==> src/cbac_pkg.sv <==
// command and bus access control: shared constants and types
// assumes one 250 MHz clock and a synchronous register access port
package cbac_pkg;

  // ************************************************************
  // widths and addresses
  // ************************************************************
  localparam int         ADDR_W       = 7;
  localparam int         DATA_W       = 8;
  localparam int         CMD_W        = 5;
  localparam logic [6:0] CMD_REG_ADDR = 7'h00;
  localparam logic [6:0] OWN_REG_ADDR = 7'h01;

  // ************************************************************
  // field positions
  // ************************************************************
  localparam int POS_POWER_DOWN = 7;
  localparam int POS_RADIO_OFF  = 6;
  localparam int CMD_LSB        = 0;
  localparam int CMD_MSB        = 4;
  localparam int POS_UNLOCK     = 7;
  localparam int POS_HOST       = 6;
  localparam int POS_SECURE     = 5;
  localparam int PORT_LSB       = 2;
  localparam int PORT_MSB       = 3;

  // ************************************************************
  // values after reset
  // ************************************************************
  localparam logic [4:0] CMD_IDLE        = 5'h00;
  localparam logic       POWER_DOWN_INIT = 1'h0;
  localparam logic       RADIO_OFF_INIT  = 1'h0;
  localparam logic       UNLOCK_INIT     = 1'h0;
  localparam logic       HOST_INIT       = 1'h0;
  localparam logic       SECURE_INIT     = 1'h0;
  localparam logic [7:0] RDATA_INIT      = 8'h00;

  // ************************************************************
  // types
  // ************************************************************
  typedef enum logic [1:0] {
    PORT_OFF  = 2'h0,
    PORT_SPI  = 2'h1,
    PORT_LV2W = 2'h2,
    PORT_I2C  = 2'h3
  } cbac_port_e;

  typedef enum logic [1:0] {
    EXEC_IDLE = 2'b01,
    EXEC_BUSY = 2'b10
  } cbac_exec_e;

  typedef struct packed {
    logic             wr;
    logic             rd;
    logic [6:0]       addr;
    logic [7:0]       wdata;
  } cbac_req_s;

  typedef struct packed {
    logic             unlock;
    logic             host;
    logic             secure;
    cbac_port_e       port;
  } cbac_own_s;

endpackage
==> src/cbac_ctrl.sv <==
// command register, power controls and register readback
// assumes the command executor pulses cmd_done when a command ends
`timescale 1ns/100ps
module cbac_ctrl (
  input  wire logic                clk,
  input  wire logic                reset,
  input  wire cbac_pkg::cbac_req_s req,
  input  wire logic                cmd_done,
  input  wire logic                wake,
  output      logic [7:0]          rdata,
  output      logic                rd_hit,
  output      logic                cmd_start,
  output      logic [4:0]          cmd_code,
  output      logic                exec_busy,
  output      logic                power_down,
  output      logic                receiver_off,
  output      logic                transmitter_off,
  output      logic                bus_owned_by_host,
  output      logic                bus_owned_by_secure_module,
  output      logic                port_spi_en,
  output      logic                port_lv_two_wire_en,
  output      logic                port_i2c_en
);

  // ************************************************************
  // decode helpers
  // ************************************************************
  function automatic logic hits(input cbac_pkg::cbac_req_s r,
                                input logic [6:0]          a);
    hits = (r.addr == a);
  endfunction

  cbac_pkg::cbac_own_s  own;
  cbac_pkg::cbac_exec_e exec;
  cbac_pkg::cbac_exec_e next_exec;
  logic                 wr_cmd;
  logic                 wr_own;
  logic [4:0]           next_cmd_code;
  logic                 next_cmd_start;
  logic                 next_power_down;
  logic                 next_radio_off;
  logic                 radio_off;
  logic [7:0]           next_rdata;
  logic                 next_rd_hit;
  logic                 next_spi;
  logic                 next_lv;
  logic                 next_i2c;

  assign wr_cmd = req.wr && hits(req, cbac_pkg::CMD_REG_ADDR);
  assign wr_own = req.wr && hits(req, cbac_pkg::OWN_REG_ADDR);

  cbac_own_guard u_own_guard (
    .clk   (clk),
    .reset (reset),
    .req   (req),
    .own   (own)
  );

  // ************************************************************
  // command and power
  // ************************************************************
  always_comb begin
    next_exec       = exec;
    next_cmd_code   = cmd_code;
    next_cmd_start  = 1'b0;
    next_power_down = power_down;
    next_radio_off  = radio_off;
    // a host write in the finishing cycle wins: the new command runs
    if (wr_cmd) begin
      next_cmd_code   = req.wdata[cbac_pkg::CMD_MSB:cbac_pkg::CMD_LSB];
      next_cmd_start  = 1'b1;
      next_power_down = req.wdata[cbac_pkg::POS_POWER_DOWN];
      next_radio_off  = req.wdata[cbac_pkg::POS_RADIO_OFF];
      next_exec = (next_cmd_code == cbac_pkg::CMD_IDLE) ?
                  cbac_pkg::EXEC_IDLE : cbac_pkg::EXEC_BUSY;
    end else begin
      unique case (exec)
        cbac_pkg::EXEC_IDLE: begin
          next_exec = cbac_pkg::EXEC_IDLE;
        end
        cbac_pkg::EXEC_BUSY: begin
          if (cmd_done) begin
            next_cmd_code = cbac_pkg::CMD_IDLE;
            next_exec     = cbac_pkg::EXEC_IDLE;
          end
        end
        default: begin
          next_exec = cbac_pkg::EXEC_IDLE;
        end
      endcase
      // the wake event is the device's own write of the standby bit
      if (wake) begin
        next_power_down = 1'b0;
      end
    end
  end

  always_ff @(posedge clk or posedge reset) begin
    if (reset) begin
      exec       <= cbac_pkg::EXEC_IDLE;
      cmd_code   <= cbac_pkg::CMD_IDLE;
      cmd_start  <= 1'b0;
      power_down <= cbac_pkg::POWER_DOWN_INIT;
      radio_off  <= cbac_pkg::RADIO_OFF_INIT;
    end else begin
      exec       <= next_exec;
      cmd_code   <= next_cmd_code;
      cmd_start  <= next_cmd_start;
      power_down <= next_power_down;
      radio_off  <= next_radio_off;
    end
  end

  // ************************************************************
  // outputs and readback
  // ************************************************************
  // port enables lag the field by one clock so each port enable is a flop
  always_comb begin
    next_spi    = (own.port == cbac_pkg::PORT_SPI);
    next_lv     = (own.port == cbac_pkg::PORT_LV2W);
    next_i2c    = (own.port == cbac_pkg::PORT_I2C);
    next_rdata  = rdata;
    next_rd_hit = 1'b0;
    if (req.rd) begin
      next_rd_hit = hits(req, cbac_pkg::CMD_REG_ADDR) ||
                    hits(req, cbac_pkg::OWN_REG_ADDR);
      if (hits(req, cbac_pkg::CMD_REG_ADDR)) begin
        next_rdata = {power_down, radio_off, 1'b0, cmd_code};
      end else if (hits(req, cbac_pkg::OWN_REG_ADDR)) begin
        next_rdata = {own.unlock, own.host, own.secure, 1'b0,
                      own.port, 2'h0};
      end else begin
        next_rdata = cbac_pkg::RDATA_INIT;
      end
    end
  end

  always_ff @(posedge clk or posedge reset) begin
    if (reset) begin
      rdata               <= cbac_pkg::RDATA_INIT;
      rd_hit              <= 1'b0;
      port_spi_en         <= 1'b0;
      port_lv_two_wire_en <= 1'b0;
      port_i2c_en         <= 1'b0;
    end else begin
      rdata               <= next_rdata;
      rd_hit              <= next_rd_hit;
      port_spi_en         <= next_spi;
      port_lv_two_wire_en <= next_lv;
      port_i2c_en         <= next_i2c;
    end
  end

  assign exec_busy                  = (exec == cbac_pkg::EXEC_BUSY);
  assign receiver_off               = radio_off;
  assign transmitter_off            = radio_off;
  assign bus_owned_by_host          = own.host;
  assign bus_owned_by_secure_module = own.secure;
endmodule // cbac_ctrl

==> src/cbac_own_guard.sv <==
// ownership register with its one-shot unlock guard
// assumes at most one register access per clock
`timescale 1ns/100ps
module cbac_own_guard (
  input  wire logic               clk,
  input  wire logic               reset,
  input  wire cbac_pkg::cbac_req_s req,
  output      cbac_pkg::cbac_own_s own
);

  cbac_pkg::cbac_own_s next_own;
  logic                wr_own;
  logic                ask_host;
  logic                ask_secure;

  assign wr_own     = req.wr && (req.addr == cbac_pkg::OWN_REG_ADDR);
  assign ask_host   = req.wdata[cbac_pkg::POS_HOST];
  assign ask_secure = req.wdata[cbac_pkg::POS_SECURE];

  // ************************************************************
  // next state
  // ************************************************************
  always_comb begin
    next_own = own;
    if (req.wr) begin
      // any write, to any address, spends the unlock
      if (own.unlock) begin
        next_own.unlock = 1'b0;
      end else if (wr_own && req.wdata[cbac_pkg::POS_UNLOCK]) begin
        next_own.unlock = 1'b1;
      end
    end
    if (wr_own) begin
      next_own.port = cbac_pkg::cbac_port_e'(
        req.wdata[cbac_pkg::PORT_MSB:cbac_pkg::PORT_LSB]);
      // both asked at once is refused whole, not half applied
      if (own.unlock && !(ask_host && ask_secure)) begin
        next_own.host   = ask_host;
        next_own.secure = ask_secure;
      end
    end
  end

  always_ff @(posedge clk or posedge reset) begin
    if (reset) begin
      own.unlock <= cbac_pkg::UNLOCK_INIT;
      own.host   <= cbac_pkg::HOST_INIT;
      own.secure <= cbac_pkg::SECURE_INIT;
      own.port   <= cbac_pkg::PORT_OFF;
    end else begin
      own <= next_own;
    end
  end

endmodule // cbac_own_guard

==> config.mk <==
export PLATFORM = sky130hd
export DESIGN_NAME = cbac_ctrl
export DESIGN_NICKNAME = d
export VERILOG_FILES = /design/src/cbac_pkg.sv /design/src/cbac_ctrl.sv /design/src/cbac_own_guard.sv
export SDC_FILE = /design/constraint.sdc
export NUM_CORES = 1
export LEC_CHECK = 0
export BUFFER_PORTS_ARGS = -buffer_cell sky130_fd_sc_hd__buf_2
export CORE_MARGIN = 3
export CORE_UTILIZATION = 43
export CTS_CLUSTER_DIAMETER = 120
export CTS_CLUSTER_SIZE = 25
export DETAILED_ROUTE_END_ITERATION = 10
export PLACE_DENSITY = 0.73
export SYNTH_ARGS = -nofsm -noshare
export SYNTH_HDL_FRONTEND = slang
export SYNTH_SLANG_ARGS = --single-unit
==> constraint.sdc <==
create_clock -name clk -period 0.9 [get_ports clk]
set_input_delay 0 -clock clk [delete_from_list [all_inputs] [get_ports clk]]
set_output_delay 0 -clock clk [all_outputs]
set_load 0.1 [all_outputs]
==> summary.txt <==
GRT
  – Initial antenna violation count: 0
  – Number of global-route vias before repair: 1,198
  – Largest net degree at the start of global routing: 22
  – First-pass GRT wire length: 5.85 mm
  – Gr ovfl total: 0
  – Total global routing track utilization: ~23%

Cells and area
  – NumNets Final: roughly 210
  – Final Util: between 90% and 100%
  – Antenna diodes: 0
  – Share of layout cells above drive strength 1: 66.8%
  – Synth-to-Final Area Change: 96.9%
  – Filler-free cell count of the finished design: 217
  – Fill cell count: a little over 90

Timing
  – Final hold viol count: 0
  – Slew HR: 71.7%
  – Fmax: 808 MHz
  – Clk_skew: 0.0115 ns
  – Final Max Tran Viols: 0
  – Setup violations, final: between 40 and 50
  – RSZ-0062 raised after global routing: true
  – Final min period: around 1.2 ns
  – Worst-Margin Slew: 0.425 ns
  – Post-route setup slack: -0.338 ns
  – Crit share post-route: 138%

Yosys
  – Cells after synthesis: 103
  – Ys Warns: 0
  – Synth cell types: 26
  – Mapped cell area: 1210 sq um
  – FFs w/ async S/R, synth: between 90% and 100%
  – Top-count cell post-synth: dfrtp_1
  – Post-synthesis sequential area ratio: 56.0%
  – Most instantiated cells after synthesis: 26 x dfrtp_1, 14 x inv_1, 14 x nand2_1
  – Synth top area cells: dfrtp_1 54%, mux2_2 5.6%, mux2i_1 5.0%
  – Leading area contributor after synthesis: dfrtp_1
  – Top_reg_cell synth: dfrtp_1
  – Post-synth EDFFs: 0
  – Share of the synthesized area in the top cell type: between 50% and 60%
  – Syn avg cell area: 11.7 sq um
  – Synthesized net count: 124
  – Yosys reg bits: 27

Outcome
  – Status: finished with violations
  – Failing checks: setup timing

Floorplan
  – Die height: 59.0 microns
  – I/O pins: between 40 and 50
  – Initial Util: 47.1%
  – FP Rows: 18
  – Area of the die: 3480 sq um
  – Core Footprint: ~2600 sq um
  – Horiz. Die Dim: slightly below 60 microns

Placement
  – Detailed Place HPWL: 2.44 mm
  – GP Congestion: 0.736
  – Buffers on Ports: 44
  – Post-place setup slack: -0.306 ns
  – DP Cell Count: just under 200

Setup path
  – Worst-path cell chain: nor2b_4 > buf_6 > buf_12
  – CP peak stage delay: 0.59 ns
  – Crit. End Element: output port
  – R2R Setup Slk: -0.31 ns
  – Crit path launch type: flop
  – CP Max Fanout: 2
  – Slowest stage cell, crit path: dfstp_2
  – Required time worst endpoint: 0.90 ns
  – Crit path DAT: 1.24 ns
  – Critical path class: reg2out

Clock tree
  – CTS Buf Count: 3
  – Skew-Pair Late Insertion Delay: 0.34 ns
  – CTS Buffer Depth: 2
  – Clock root cell: clkbuf_4
  – Clock slew at reported path FFs: between 0.15 and 0.2 ns
  – Clk sinks: 27
  – H-tree depth: 1
  – CTS tree: built

Drt
  – Post-DRT Antenna Nets: 0
  – Wire length per cell: 20.2 microns
  – Routed WL: 4.39 mm
  – DRC: 0
  – Iteration-0 DRC Markers: 54
  – DR vias/cell: 5.42
  – Drt pass-1 iters: 5
  – Via Count: 1,177

Job
  – Maximum Capacitance Violations: 0

Pwr
  – Power Density: 1130 nW/um^2
  – P_leak: 1.14 nW
  – Tot Pwr: between 2 and 3 mW
  – VDD IR-drop max: 1.10 mV

Min path
  – Hold Crit Class: in2reg
==> through the flow <==
step	area [sq um]	setup TNS [ns]	hold slack (ns)
6_report	2380	-6.13	0.0135
5_1_grt	2380	-7.42	0.0224
4_1_cts	2280	-5.23	0.000403
3_5_place_dp	2030	-4.55	-0.0276
3_3_place_gp	2030	-3.62	-0.0429
2_1_floorplan	1280	-2.98	0.0517
==> layout by cell type, fill, tap and decap left out, types with 2 or more instances in the layout <==
cell and count:
nor2_1 3, o31a_1 2, dfrtp_2 7, clkbuf_4 3, mux2i_1 6, nand2_4 3
nand2_2 4, dfrtp_4 10, buf_12 25, buf_2 20, nand2_1 7, mux2_2 4
nor2b_1 2, dlygate4sd3_1 9, o32ai_2 2, mux2_4 5, buf_4 16, o2bb2ai_2 3
nor2b_4 2, inv_1 13, a41o_1 2, o2bb2ai_1 2, buf_6 14, dfrtp_1 9
==> where the power goes <==
| group | switching [mW] | internal, mW | total [mW] |
|---|---|---|---|
| Clock | 0.408 | 0.170 | 0.578 |
| Combinational | 0.466 | 0.335 | 0.800 |
| Sequential | 0.0430 | 1.27 | 1.31 |
==> flip-flops by register name (all words and copies together), names as in the netlist <==
name and flops:
rdata 8, cmd_code 5, u_own_guard.own 5, exec 2, cmd_start 1, port_i2c_en 1, port_lv_two_wire_en 1, port_spi_en 1
power_down 1, rd_hit 1, receiver_off 1
==> cell type report <==
cell class	instances	area [sq um]	share of cell area, %
clock buffer	3	22.5	0.946
clock inverter	1	7.51	0.315
inverter	14	52.6	2.21
multi-input combinational	58	568	23.9
sequential	27	723	30.4
tap	30	37.5	1.58
timing repair buffer	84	968	40.7
==> routing by layer <==
layer	GRT usage [%]	up-vias	wire [microns]
met3	4.58	14	257
li1	-	520	-
met4	8.74	0	153
met1	27.2	577	1780
met5	0	-	0
met2	40.7	66	2200
==> timing repair <==
| item | CTS | global route |
|---|---|---|
| hold buffers | 9 | 0 |
| endpoints found under the hold margin | 37 | 0 |
| setup endpoints to repair | 38 | 44 |
| gates resized for setup | 16 | 18 |
| setup buffers | 7 | 4 |
| pin swaps | 1 | 5 |
| gates cloned | 0 | 0 |
==> critical path: cells and delay by family (launching register included) <==
kind / cells / cell delay, ns
buffers and inverters: 2 / 0.26
DFF: 1 / 0.59
and+or+nand+nor: 1 / 0.05
==> logic make-up after synthesis <==
logic type / synth area share [%]
simple gates: 14.1
flops: 56.0
mux: 14.3
buf+inv: 6.31
compound gates: 9.32
==> worst paths after layout <==
check,cells past startpoint,to,start
worst max-delay path,3,exec_busy,exec[0]$_DFFE_PP1P_
worst min-delay path,3,power_down$_DFFE_PP0P_,wake
worst max register to register,3,cmd_code[2]$_DFFE_PP0P_,exec[0]$_DFFE_PP1P_
worst min register to register,1,rdata[7]$_DFFE_PP0P_,rdata[7]$_DFFE_PP0P_
max in group asynchronous,4,cmd_code[2]$_DFFE_PP0P_,reset
min in group asynchronous,3,port_lv_two_wire_en$_DFF_PP0_,reset
Power figures use the tool's default switching activity.
